--- src/hw/sfc_pkg.sv ---
package sfc_pkg;

  // ****************************************
  // instruction codes
  // ****************************************
  localparam logic [7:0] OP_WREN  = 8'h06;
  localparam logic [7:0] OP_WRDI  = 8'h04;
  localparam logic [7:0] OP_VWREN = 8'h50;
  localparam logic [7:0] OP_RDSR1 = 8'h05;
  localparam logic [7:0] OP_RDSR2 = 8'h35;
  localparam logic [7:0] OP_WRSR  = 8'h01;
  localparam logic [7:0] OP_READ  = 8'h03;
  localparam logic [7:0] OP_FREAD = 8'h0B;
  localparam logic [7:0] OP_DREAD = 8'h3B;
  localparam logic [7:0] OP_QREAD = 8'h6B;
  localparam logic [7:0] OP_RSTEN = 8'h66;
  localparam logic [7:0] OP_RST   = 8'h99;

  // ****************************************
  // status layout and reset values
  // ****************************************
  localparam logic [15:0] SR_WR_MASK   = 16'h7FFC;
  localparam logic [15:0] SR_LB_MASK   = 16'h3C00;
  localparam logic [15:0] SR_STATUS_PROTECT_HI_MASK = 16'h0100;
  localparam logic [15:0] SR_QE_MASK   = 16'h0200;
  localparam logic [15:0] SR_ONE_BYTE_CLR = 16'h4300;
  localparam logic [15:0] SR_FACTORY   = 16'h0000;
  localparam int          SR_QE_BIT    = 9;

  // ****************************************
  // sequence lengths
  // ****************************************
  localparam logic [5:0] CMD_BITS       = 6'h08;
  localparam logic [5:0] ADDR_BITS      = 6'h18;
  localparam logic [5:0] WSR_ONE_BYTE   = 6'h08;
  localparam logic [5:0] WSR_TWO_BYTES  = 6'h10;
  localparam logic [3:0] SPI_DUMMY_CLKS = 4'h8;
  localparam logic [1:0] DUMMY_SEL_RST  = 2'h0;
  localparam logic [7:0] SYNC_RESET     = 8'h20;

  // ****************************************
  // timing
  // ****************************************
  localparam int CLK_PERIOD_NS             = 25;
  localparam int STATUS_WRITE_CYCLE_TIME_US = 10;
  localparam int STATUS_WRITE_CYCLES       = STATUS_WRITE_CYCLE_TIME_US * 1000 / CLK_PERIOD_NS;
  localparam int VOLATILE_REFRESH_TIME_NS  = 50;
  localparam int VOLATILE_REFRESH_CYCLES   =
    (VOLATILE_REFRESH_TIME_NS / CLK_PERIOD_NS < 1) ? 1 : VOLATILE_REFRESH_TIME_NS / CLK_PERIOD_NS;

  // ****************************************
  // types
  // ****************************************
  typedef struct packed {
    logic       cs_n;
    logic       sclk;
    logic [3:0] io;
  } sfc_pins_t;

  typedef enum logic [1:0] {LN_ONE, LN_TWO, LN_FOUR} sfc_lanes_t;

  typedef enum logic [2:0] {ST_IDLE, ST_CMD, ST_ADDR, ST_DUMMY, ST_DATA, ST_SRD, ST_WSR, ST_TAIL} sfc_state_t;

  function automatic logic [5:0] lane_bits(input sfc_lanes_t ln);
    lane_bits = (ln == LN_FOUR) ? 6'h04 : (ln == LN_TWO) ? 6'h02 : 6'h01;
  endfunction : lane_bits

  function automatic logic [3:0] lane_oe(input sfc_lanes_t ln);
    lane_oe = (ln == LN_FOUR) ? 4'hF : (ln == LN_TWO) ? 4'h3 : 4'h2;
  endfunction : lane_oe

  // single data leaves on io1; dual puts odd bits on io1
  function automatic logic [3:0] lane_slice(input logic [7:0] b, input logic [2:0] pos, input sfc_lanes_t ln);
    logic [2:0] hi;
    hi = 3'h7 - pos;
    if (ln == LN_FOUR) begin
      lane_slice = pos[2] ? b[3:0] : b[7:4];
    end else if (ln == LN_TWO) begin
      lane_slice = {2'h0, b[hi], b[hi - 3'h1]};
    end else begin
      lane_slice = {2'h0, b[hi], 1'b0};
    end
  endfunction : lane_slice

endpackage : sfc_pkg

--- src/hw/sfc_core.sv ---
// Contract
// - volatile enable arms next status write only
// - write disable clears write enable latch
// - latch cleared at reset and operation completion
// - status read shifts selected byte MSB first
// - status read allowed always, repeats until deselect
// - status write touches only writable bit positions
// - stored lock bits never fall; volatile protects high bit
// - non-volatile status write needs latch set
// - status write needs exactly 8 or 16 bits
// - one-byte write clears complement, quad, protect-high
// - non-volatile write is busy, then clears latch
// - volatile write refreshes shortly, never busy
// - reset instruction restores stored status
// - quad enable frozen in four-line mode
// - all status bits start at zero
// - read takes address, streams incrementing bytes
// - reads ignored while busy
// - plain read only in single-line mode
// - single-line fast read uses eight dummy clocks
// - four-line fast read dummy set 2..8
// - dual read eight dummies, two lines, single mode
// - quad output read needs quad enable bit
// - dual lines carry odd then even bits
// - quad lines carry upper nibble first
// - write enable sets the latch
`timescale 1ns/10ps
module sfc_core import sfc_pkg::*; #(
  parameter int STATUS_WRITE_CYCLES_P = STATUS_WRITE_CYCLES
) (
  input  wire logic       sys_clk_in,
  input  wire logic       arst_n_in,
  input  wire logic       sclk_in,
  input  wire logic       cs_n_in,
  input  wire logic [3:0] io_in,
  output logic      [3:0] io_out,
  output logic      [3:0] io_oe_out,
  input  wire logic       four_line_command_mode_in,
  input  wire logic       read_param_load_in,
  input  wire logic [1:0] read_param_in,
  input  wire logic       ext_op_done_in,
  input  wire logic       array_wr_en_in,
  input  wire logic [7:0] array_wr_addr_in,
  input  wire logic [7:0] array_wr_data_in,
  output logic            busy_out,
  output logic            write_enable_latch_out,
  output logic      [15:0] status_out
);

  // ****************************************
  // pin sampling and edge detection
  // ****************************************
  sfc_pins_t  pins;
  logic       sclk_q;
  logic       cs_q;
  wire        sclk_rise = pins.sclk & ~sclk_q;
  wire        sclk_fall = ~pins.sclk & sclk_q;
  wire        cs_rise   = pins.cs_n & ~cs_q;
  wire        selected  = ~pins.cs_n;
  wire        four_line_command_mode       = four_line_command_mode_in;

  sfc_pin_sync u_sync (
    .sys_clk_in (sys_clk_in),
    .arst_n_in  (arst_n_in),
    .pins_in    ({cs_n_in, sclk_in, io_in}),
    .pins_out   (pins)
  );

  always_ff @(posedge sys_clk_in or negedge arst_n_in) begin
    if (!arst_n_in) begin
      sclk_q <= 1'b0;
      cs_q   <= 1'b1;
    end else begin
      sclk_q <= pins.sclk;
      cs_q   <= pins.cs_n;
    end
  end

  // ****************************************
  // state and shifter
  // ****************************************
  sfc_state_t state;
  sfc_lanes_t out_lanes;
  logic [7:0]  opcode;
  logic [23:0] shreg;
  logic [23:0] addr;
  logic [5:0]  cnt;
  logic [3:0]  dummy_left;
  logic [7:0]  tx_byte;
  logic [2:0]  tx_pos;
  logic        sr2_sel;

  logic [15:0] act_sr;
  logic [15:0] nv_sr;
  logic [15:0] pend_sr;
  logic        write_enable_latch;
  logic        busy;
  logic        vol_arm;
  logic        vol_pend;
  logic        rst_arm;
  logic [1:0]  dummy_sel;
  logic [18:0] tmr;
  logic [7:0]  mem_rdata;

  wire sfc_lanes_t in_lanes = four_line_command_mode ? LN_FOUR : LN_ONE;
  wire [5:0]  next_cnt   = cnt + lane_bits(in_lanes);
  wire [23:0] next_shreg = four_line_command_mode ? {shreg[19:0], pins.io} : {shreg[22:0], pins.io[0]};
  wire [7:0]  cmd_now    = next_shreg[7:0];

  // ****************************************
  // instruction decode
  // ****************************************
  wire is_rd     = cmd_now == OP_READ && !four_line_command_mode;
  wire is_fast   = cmd_now == OP_FREAD;
  wire is_dual   = cmd_now == OP_DREAD && !four_line_command_mode;
  wire is_quad   = cmd_now == OP_QREAD && !four_line_command_mode && act_sr[SR_QE_BIT];
  wire any_read  = (is_rd || is_fast || is_dual || is_quad) && !busy;
  wire is_srd    = cmd_now == OP_RDSR1 || cmd_now == OP_RDSR2;
  wire is_simple = (cmd_now == OP_WREN || cmd_now == OP_WRDI || cmd_now == OP_VWREN ||
                    cmd_now == OP_RSTEN || cmd_now == OP_RST) && !busy;
  wire is_wsr    = cmd_now == OP_WRSR && !busy;
  wire [3:0] qpi_dummy = {1'b0, dummy_sel, 1'b0} + 4'h2;
  wire [3:0] dummy_clks = (opcode == OP_FREAD && four_line_command_mode) ? qpi_dummy : SPI_DUMMY_CLKS;
  wire sfc_lanes_t rd_lanes = (cmd_now == OP_QREAD || four_line_command_mode) ? LN_FOUR :
                              (cmd_now == OP_DREAD) ? LN_TWO : LN_ONE;
  wire sfc_lanes_t op_lanes = (opcode == OP_QREAD || four_line_command_mode) ? LN_FOUR :
                              (opcode == OP_DREAD) ? LN_TWO : LN_ONE;

  // ****************************************
  // status write merge
  // ****************************************
  wire        wsr_two  = cnt == WSR_TWO_BYTES;
  wire        wsr_ok   = state == ST_WSR && (wsr_two || cnt == WSR_ONE_BYTE);
  wire        wsr_vol  = vol_arm;
  wire        wsr_go   = wsr_ok && (wsr_vol || write_enable_latch);
  wire [15:0] wsr_base = wsr_vol ? act_sr : nv_sr;
  wire [15:0] wsr_raw  = wsr_two ? {shreg[7:0], shreg[15:8]} :
                         {wsr_base[15:8], shreg[7:0]} & ~SR_ONE_BYTE_CLR;
  wire [15:0] wsr_keep = (wsr_base & SR_LB_MASK) | (wsr_vol ? (wsr_base & SR_STATUS_PROTECT_HI_MASK) : 16'h0000);
  wire [15:0] wsr_qe   = four_line_command_mode ? SR_QE_MASK : 16'h0000;
  wire [15:0] wsr_mix  = (wsr_base & ~SR_WR_MASK) | (wsr_raw & SR_WR_MASK) | wsr_keep;
  wire [15:0] wsr_new  = (wsr_mix & ~wsr_qe) | (wsr_base & wsr_qe);

  wire tail_done  = state == ST_TAIL && cs_rise && cnt == CMD_BITS;
  wire do_wren    = tail_done && opcode == OP_WREN;
  wire do_wrdi    = tail_done && opcode == OP_WRDI;
  wire do_vwren   = tail_done && opcode == OP_VWREN;
  wire do_rsten   = tail_done && opcode == OP_RSTEN;
  wire do_rst     = tail_done && opcode == OP_RST && rst_arm;
  wire nv_start   = cs_rise && wsr_go && !wsr_vol;
  wire vol_start  = cs_rise && wsr_go && wsr_vol;
  wire tmr_done   = tmr == 19'h00000;
  wire nv_done    = busy && tmr_done;
  wire vol_done   = vol_pend && tmr_done;
  wire instr_end  = cs_rise && state != ST_IDLE && state != ST_SRD;

  // ****************************************
  // output slice
  // ****************************************
  wire [7:0] status1  = {act_sr[7:2], write_enable_latch, busy};
  wire [7:0] status2  = act_sr[15:8];
  wire [7:0] tx_src   = (state == ST_SRD) ? (sr2_sel ? status2 : status1) : mem_rdata;
  wire [7:0] tx_cur   = (tx_pos == 3'h0) ? tx_src : tx_byte;
  wire       tx_state = state == ST_DATA || state == ST_SRD;
  wire [5:0] tx_lanes = lane_bits(out_lanes);
  wire [2:0] tx_step  = tx_lanes[2:0];

  // ****************************************
  // sequencer
  // ****************************************
  always_ff @(posedge sys_clk_in or negedge arst_n_in) begin
    if (!arst_n_in) begin
      state      <= ST_IDLE;
      opcode     <= 8'h00;
      shreg      <= 24'h000000;
      addr       <= 24'h000000;
      cnt        <= 6'h00;
      dummy_left <= 4'h0;
      out_lanes  <= LN_ONE;
      sr2_sel    <= 1'b0;
    end else if (!selected) begin
      state <= ST_IDLE;
    end else if (state == ST_IDLE) begin
      state <= ST_CMD;
      cnt   <= 6'h00;
    end else if (sclk_rise) begin
      shreg <= next_shreg;
      cnt   <= (next_cnt > 6'h30) ? 6'h30 : next_cnt;
      case (state)
        ST_CMD: begin
          if (next_cnt == CMD_BITS) begin
            opcode  <= cmd_now;
            cnt     <= 6'h00;
            sr2_sel <= cmd_now == OP_RDSR2;
            if (is_srd) begin
              state     <= ST_SRD;
              out_lanes <= in_lanes;
            end else if (any_read) begin
              state     <= ST_ADDR;
              out_lanes <= rd_lanes;
            end else if (is_wsr) begin
              state <= ST_WSR;
            end else if (is_simple) begin
              state <= ST_TAIL;
              cnt   <= CMD_BITS;
            end else begin
              state <= ST_TAIL;
            end
          end
        end
        ST_ADDR: begin
          if (next_cnt == ADDR_BITS) begin
            addr       <= next_shreg;
            dummy_left <= dummy_clks;
            state      <= (opcode == OP_READ) ? ST_DATA : ST_DUMMY;
          end
        end
        ST_DUMMY: begin
          dummy_left <= dummy_left - 4'h1;
          if (dummy_left == 4'h1) begin
            state <= ST_DATA;
          end
        end
        ST_DATA: begin
        end
        default: begin
        end
      endcase
    end else if (sclk_fall && tx_state && tx_pos == 3'h0 && state == ST_DATA) begin
      addr <= addr + 24'h000001;
    end
  end

  // ****************************************
  // output shifter, driven on falling edges
  // ****************************************
  always_ff @(posedge sys_clk_in or negedge arst_n_in) begin
    if (!arst_n_in) begin
      io_out    <= 4'h0;
      io_oe_out <= 4'h0;
      tx_byte   <= 8'h00;
      tx_pos    <= 3'h0;
    end else if (!tx_state || !selected) begin
      io_oe_out <= 4'h0;
      tx_pos    <= 3'h0;
    end else if (sclk_fall) begin
      io_out    <= lane_slice(tx_cur, tx_pos, out_lanes);
      io_oe_out <= lane_oe(out_lanes);
      tx_byte   <= tx_cur;
      tx_pos    <= tx_pos + tx_step;
    end
  end

  // ****************************************
  // status, latch and timed cycles
  // ****************************************
  always_ff @(posedge sys_clk_in or negedge arst_n_in) begin
    if (!arst_n_in) begin
      act_sr    <= SR_FACTORY;
      nv_sr     <= SR_FACTORY;
      pend_sr   <= SR_FACTORY;
      write_enable_latch       <= 1'b0;
      busy      <= 1'b0;
      vol_arm   <= 1'b0;
      vol_pend  <= 1'b0;
      rst_arm   <= 1'b0;
      dummy_sel <= DUMMY_SEL_RST;
      tmr       <= 19'h00000;
    end else begin
      if (!tmr_done) begin
        tmr <= tmr - 19'h00001;
      end
      if (instr_end) begin
        vol_arm <= do_vwren;
        rst_arm <= do_rsten;
      end
      if (read_param_load_in) begin
        dummy_sel <= read_param_in;
      end
      if (nv_start) begin
        pend_sr <= wsr_new;
        busy    <= 1'b1;
        tmr     <= 19'(STATUS_WRITE_CYCLES_P - 1);
      end else if (vol_start) begin
        pend_sr  <= wsr_new;
        vol_pend <= 1'b1;
        tmr      <= 19'(VOLATILE_REFRESH_CYCLES - 1);
      end else if (nv_done) begin
        busy   <= 1'b0;
        nv_sr  <= pend_sr;
        act_sr <= pend_sr;
      end else if (vol_done) begin
        vol_pend <= 1'b0;
        act_sr   <= pend_sr;
      end else if (do_rst) begin
        act_sr    <= nv_sr;
        dummy_sel <= DUMMY_SEL_RST;
      end
      if (do_wren) begin
        write_enable_latch <= 1'b1;
      end else if (do_wrdi || nv_done || do_rst || ext_op_done_in) begin
        write_enable_latch <= 1'b0;
      end
    end
  end

  sfc_array_mem u_mem (
    .sys_clk_in  (sys_clk_in),
    .arst_n_in   (arst_n_in),
    .wr_en_in    (array_wr_en_in),
    .wr_addr_in  (array_wr_addr_in),
    .wr_data_in  (array_wr_data_in),
    .rd_addr_in  (addr[7:0]),
    .rd_data_out (mem_rdata)
  );

  assign busy_out               = busy;
  assign write_enable_latch_out = write_enable_latch;
  assign status_out             = {status2, status1};
endmodule : sfc_core

--- src/hw/sfc_pin_sync.sv ---
`timescale 1ns/10ps
module sfc_pin_sync import sfc_pkg::*; (
  input  wire logic      sys_clk_in,
  input  wire logic      arst_n_in,
  input  wire sfc_pins_t pins_in,
  output sfc_pins_t      pins_out
);

  sfc_pins_t meta;

  always_ff @(posedge sys_clk_in or negedge arst_n_in) begin
    if (!arst_n_in) begin
      meta     <= SYNC_RESET[5:0];
      pins_out <= SYNC_RESET[5:0];
    end else begin
      meta     <= pins_in;
      pins_out <= meta;
    end
  end

endmodule : sfc_pin_sync

--- src/hw/sfc_array_mem.sv ---
`timescale 1ns/10ps
module sfc_array_mem (
  input  wire logic       sys_clk_in,
  input  wire logic       arst_n_in,
  input  wire logic       wr_en_in,
  input  wire logic [7:0] wr_addr_in,
  input  wire logic [7:0] wr_data_in,
  input  wire logic [7:0] rd_addr_in,
  output logic      [7:0] rd_data_out
);

  logic [7:0] mem [256];

  always_ff @(posedge sys_clk_in) begin
    if (wr_en_in) begin
      mem[wr_addr_in] <= wr_data_in;
    end
  end

  always_ff @(posedge sys_clk_in or negedge arst_n_in) begin
    if (!arst_n_in) begin
      rd_data_out <= 8'h00;
    end else begin
      rd_data_out <= mem[rd_addr_in];
    end
  end

endmodule : sfc_array_mem

--- config.mk ---
export PLATFORM = sky130hd
export DESIGN_NAME = sfc_core
export DESIGN_NICKNAME = d
export VERILOG_FILES = /design/src/hw/sfc_pkg.sv /design/src/hw/sfc_core.sv /design/src/hw/sfc_pin_sync.sv /design/src/hw/sfc_array_mem.sv
export SDC_FILE = /design/constraint.sdc
export NUM_CORES = 2
export LEC_CHECK = 0
export BUFFER_PORTS_ARGS = -buffer_cell sky130_fd_sc_hd__buf_2
export CORE_ASPECT_RATIO = 1.75
export CORE_MARGIN = 1.5
export CORE_UTILIZATION = 55
export CTS_CLUSTER_SIZE = 16
export DETAILED_ROUTE_END_ITERATION = 12
export HOLD_SLACK_MARGIN = 0.03
export PLACE_DENSITY = 0.71
export RECOVER_POWER = 25
export SYNTH_ARGS = -nofsm -noshare
export SYNTH_HDL_FRONTEND = slang
export SYNTH_HIERARCHICAL = 1
export SYNTH_SLANG_ARGS = --single-unit
--- constraint.sdc ---
create_clock -name sys_clk_in -period 7 [get_ports sys_clk_in]
set_input_delay 1.4 -clock sys_clk_in [delete_from_list [all_inputs] [get_ports sys_clk_in]]
set_output_delay 1.4 -clock sys_clk_in [all_outputs]
set_load 0.05 [all_outputs]
# Word level (Yosys, flattened, before mapping)
# Memory sizes are Yosys's and may differ from the RTL's. A register that Yosys moved wholly into a read port is not among the register bits.
# Index checks and enable logic that the tools add are counted.
[word_totals]
register_bits = 178
latch_bits = 0
ram_bits = 2048
romBits = 0
input_bits = 30
memories = 1
[classes]
addsub = 8
mul = 0
n_div = 0
magnitude_cmp = 3
n_eq_ne = 45
shifts = 0
n_mux = 81
n_bitwise = 18
reduce_logical = 77
[mem_list]
columns = ["memory", "words", "width", "rd", "rd_clocked_by_memory_dff", "write_ports", "line_no", "rtl"]
rows = [
  ["u_mem.mem", 256, 8, 1, 1, 1, "sfc_array_mem.sv:12", "logic [7:0] mem [256];"],
]
[ops]
columns = ["cell", "count"]
rows = [
  ["two-way mux 24 bit", 5],
  ["two-way mux 16 bit", 6],
  ["two-way mux 19 bit", 3],
  ["two-way mux 4 bit", 11],
  ["equality test 8 x 3 -> 1 bit, second input constant", 5],
  ["equality test 8 x 7 -> 1 bit, second input constant", 5],
  ["two-way mux 3 bit", 13],
  ["two-way mux 6 bit", 5],
  ["logical AND 1 bit", 28],
  ["adder 24 x 1 -> 24 bit, second input constant", 1],
  ["two-way mux 2 bit", 12],
  ["two-way mux 8 bit", 3],
  ["AND reduction 5 bit", 4],
  ["zero test 19 bit", 1],
  ["subtractor 19 x 1 -> 19 bit, second input constant", 1],
  ["nonzero test 2 bit", 9],
  ["AND 16 x 10 -> 16 bit", 1],
  ["AND 16 bit", 1],
  ["equality test 8 x 2 -> 1 bit, second input constant", 2],
  ["equality test 8 x 4 -> 1 bit, second input constant", 2],
  ["equality test 8 x 6 -> 1 bit, second input constant", 2],
  ["equality test 8 bit, second input constant", 2],
  ["logical OR 1 bit", 16],
  ["two-way mux 1 bit", 16],
  ["41 further kinds", 78],
]

# Depth between registers and ports, before layout
[depth]
depth_word = 15
depth_mapped = 12

# Hierarchy
# Netlist, hierarchy kept.
[modules_own_cells]
columns = ["module", "instances", "cells_per_inst", "area_each_um2", "seq_area_each_um2"]
rows = [
  ["sfc_array_mem", 1, 3795, 80038.0, 61699.2],
  ["sfc_core", 1, 799, 7686.1, 3404.5],
  ["sfc_pin_sync", 1, 12, 302.8, 302.8],
]

# Worst setup path after synthesis
# No wires, ideal clock.
[synth_path]
kind = "input-to-reg"
startpoint = "input port four_line_command_mode_in"
endpoint = "register cnt[3]"
arrival_ps = 3943
required_ps = 6876
path_slack_ps = 2933
cell_stages = 10
n_path_buf = 2
path_cell_list = "clkbuf_1 -> buf_2 -> inv_1 -> ha_1 -> ha_1 -> or4_1 -> nor4_1 -> a211oi_1 -> a21o_1 -> a211o_1"
[synth_via]
elab_chain_cells = 15
elab_cells_between_ends = 46
cone_classes = "add/sub (1); order compare (1); eq/ne (15); mux (13); reduce/logical (16)"
[synth_rtl]
columns = ["element", "line_no", "rtl"]
rows = [
  ["from (decl)", "sfc_core.sv:38", "input wire logic four_line_command_mode_in,"],
  ["branches (longest 12 deep; another with adder 6 x 3 -> 6 bit)", "--", ""],
  ["two-way mux 6 bit (*)", "sfc_core.sv:189", "case (state)"],
  ["two-way mux 6 bit (*)", "sfc_core.sv:186", "end else if (sclk_rise) begin"],
  ["two-way mux 6 bit (*)", "sfc_core.sv:183", "end else if (state == ST_IDLE) begin"],
  ["to (signal assigned)", "sfc_core.sv:188", "cnt <= (next_cnt > 6'h30) ? 6'h30 : next_cnt;"],
  ["to (decl)", "sfc_core.sv:87", "logic [5:0] cnt;"],
]
# Mark *: on every way between the ends. The select of a mux whose other input is x is not followed.
# A chain may end at the register's enable or synchronous reset.

# Final worst setup path
[layout_path]
startpoint = "input port array_wr_data_in[2]"
endpoint = "memory u_mem.mem[57][2], data pin"
[layout_lines]
columns = ["element", "line_no", "rtl"]
rows = [
  ["from (decl)", "sfc_core.sv:44", "input wire logic [7:0] array_wr_data_in,"],
  ["to (decl)", "sfc_array_mem.sv:12", ""],
]
# No word-level cell before the write port.

==> flow_summary.yaml <==
floorplan:
  io_pins: 56
  initial_core_util_pct: 55.3
  num_rows: 194
  die-area_um2: 163000
  coreArea_um2: 159000
  die-height_um: 532
  die_w_um: 305
setup_path:
  rrSetupSlack_ns: 2.37
  crit_fanout: 198
  arrival_ns: 5.68
  cpMaxStageDelayCell: "clkbuf_4"
  critical_path_class: "in2reg"
  cp-start-kind: "input pin"
  r2r_start: "addr[0]"
  cp.buffers_inverters: 2
  path_delay_family: "buffers and inverters"
  reg2reg_depth: 7
  max_stage_delay_ns: 1.89
  crit_required_ns: 7.21
  endpoint_kind: "flop"
  rr_endpoint: "u_mem/rd_data_out[4]"
  crit_cells: 2
  path_cells: "clkbuf_1 > clkbuf_4"
synth:
  ys_ff_latch: 2204
  synth_area_leaders: "edfxtp_1, mux4_2, dfrtp_1, mux2i_1, nor2_1"
  yosysWarnings: 6
  synth_top_area_share_pct: 69.9
  synth_cell_types: 99
  synth_most_common_cell: "edfxtp_1"
  synthFlopType: "edfxtp_1"
  netlist_top_cells_count: "edfxtp_1, mux4_2, nor2_1"
  synth_cells: 4606
  yosysTopAreaCell: "edfxtp_1"
  synth_edf_count: 2048
  avgSynthCellArea_um2: 19.1
  synth-async-reset-ratio_pct: 7.08
  synth_nets: 4650
  netlist_area_um2: 88000
  synth-seq-area-share_pct: 74.3
routing:
  drt_pass1_iterations: 6
  met3_length_um: 13200
  wl_per_cell_um: 31.2
  drt-total-wl_um: 214000
  drt_iter0_markers: 4555
  viasPerCell: 6.53
  wl_met1_um: 71200
  drc: 0
  wl_met2_um: 116000
  highest_layer: "met5"
  antenna_left: 0
  vias: 44800
timing:
  worst_pin_slew_ns: 4.20
  fin_skew_ns: 0.0307
  hold_viol: 0
  layout_min_cycle_time_ns: 5.47
  slew_headroom_pct: -180
  setup_violations: 0
  tns_ns: 0
  fmax_ghz: 0.183
  drv_slew: 671
  rsz0062_at_grt: "false"
  worst_slack_ns: 1.53
  period_share_pct: 78.2
global_routing:
  antenna_found_initial: 11
  grt_pass1_vias: 45900
  grt_max_degree: 205
  track_usage_pct: 26.3
  gr-total-overflow: 0
  grt_pass1_wl_um: 311000
clock_tree:
  cts_setup_buffers: 0
  cts_buffer_depth: 4
  clk_pin_slew_ns: 0.07
  cts_sinks: 2204
  cts_buffers: 190
  htreeDepth: 4
  cts_tree: "yes"
  ctsHoldBuffers: 0
  cts_resized: 0
  clock_tree.root_cell: "clkbuf_16"
  clk_latency_ns: 0.82
run:
  max_cap_viol_count: 8
pwr:
  power_density_nw_per_um2: 316
  design_power_total_mw: 30.4
  power_leakage_nw: 30.9
  ir_drop_uv: 272
outcome:
  run_status: "finished with violations"
  violations: "max-capacitance violations, max-slew violations"
final_layout:
  syn2layout_area_growth_pct: 9.10
  layout.nets: 4687
  drive_gt1_share_pct: 19.6
min_path:
  whs_endpoint: "u_sync/pins_out[0]"
  min_path_type: "reg2reg"
  holdPathStages: 0
  hp-start: "u_sync/meta[0]"
placement:
  numPortBuffers: 55
  gp_congestion: 0.870
  preCtsSetupSlack_ns: 2.19
  hpwlAfterDp_um: 134000
[kinds of logic (layout without fill, tap and decap cells)]
group / count (synthesis) / in the layout / share of synthesized area [%]
adder cells (fa/ha/maj): 14 / 14 / 0.208
buffers and inverters: 304 / 489 / 2.12
multiplexers: 690 / 690 / 14.3
AND/OR/NAND/NOR: 809 / 809 / 4.38
flip-flops: 2204 / 2204 / 74.3
XOR/XNOR: 19 / 19 / 0.189
AO/OA/AOI/OAI: 566 / 566 / 4.51
other: 0 / 3 / 0
[stage by stage]
step           instances  utilization, %  hold slack (ns)  area (µm²)
3_5_place_dp        6509            56.5            0.338       90000
4_1_cts             6849            60.4            0.362       96100
2_1_floorplan       4606               -            0.331       88000
5_1_grt             6852            60.3            0.368       96000
6_report            6852            60.3            0.354       96000
3_3_place_gp        6508            56.5            0.344       90000
[cells in the final DEF, fill, tap and decap left out, drive strengths merged, types with 8 or more instances in the layout]
cell and instances:
inv 22, nor4b 9, mux2i 204, o2111ai 9
ha 13, a211oi 18, a21oi 108, o21ai 94
o22ai 38, mux4 446, xor2 13, nand2 186
nor2b 47, nor2 335, mux2 40, clkinvlp 8
bufinv 20, a311oi 8, o221ai 38, edfxtp 2048
clkbuf 236, a22oi 95, a31oi 26, nor3b 10
nor4 28, nand4 31, nor3 34, a21o 9
dfrtp 153, nand2b 16, nand3 62, buf 121
a221oi 29, and2 11, clkinv 82, a22o 27
[sequential cells by signal (all words and copies together), names as in the netlist, 8 cells and up]
name               count
u_mem/mem           2048
tmr                   19
shreg                 16
act_sr                14
nv_sr                 14
pend_sr               14
addr                   8
opcode                 8
tx_byte                8
u_mem/rd_data_out      8
[power by group]
group | switching [mW] | total [mW] | internal [mW]
clock network | 4.59 | 10.4 | 5.86
registers | 0.243 | 14.7 | 14.5
logic | 2.86 | 5.18 | 2.32
total | 7.69 | 30.4 | 22.7
[area by class of cell]
cell class | instances | area, µm²
diodes | 3 | 7.51
clock inverters | 114 | 1070
clock buffers | 226 | 5020
repair buffers | 131 | 1060
fillers | 11100 | 63200
well taps | 2058 | 2570
multi-input cells | 2098 | 20800
flip-flops and latches | 2204 | 65400
inverters | 18 | 67.6
[routing by layer]
metal  vias to the layer above  GRT usage [%]
met4                        14           13.9
met1                     23500           29.9
met5                         -              0
met3                       538           3.81
li1                      18900              -
met2                      1831           47.9
[worst max path at each step]
stage	from	to	slack, ns
floorplan	four_line_command_mode_in	cnt[3]	2.93
CTS	addr[0]	u_mem/rd_data_out[4]	2.34
finish	array_wr_data_in[2]	u_mem/mem[57][2]	1.53
global route	array_wr_data_in[2]	u_mem/mem[50][2]	1.18
global placement	addr[0]	u_mem/rd_data_out[5]	2.18
detailed placement	four_line_command_mode_in	cnt[3]	2.19
(Power assumes the default switching activity.)
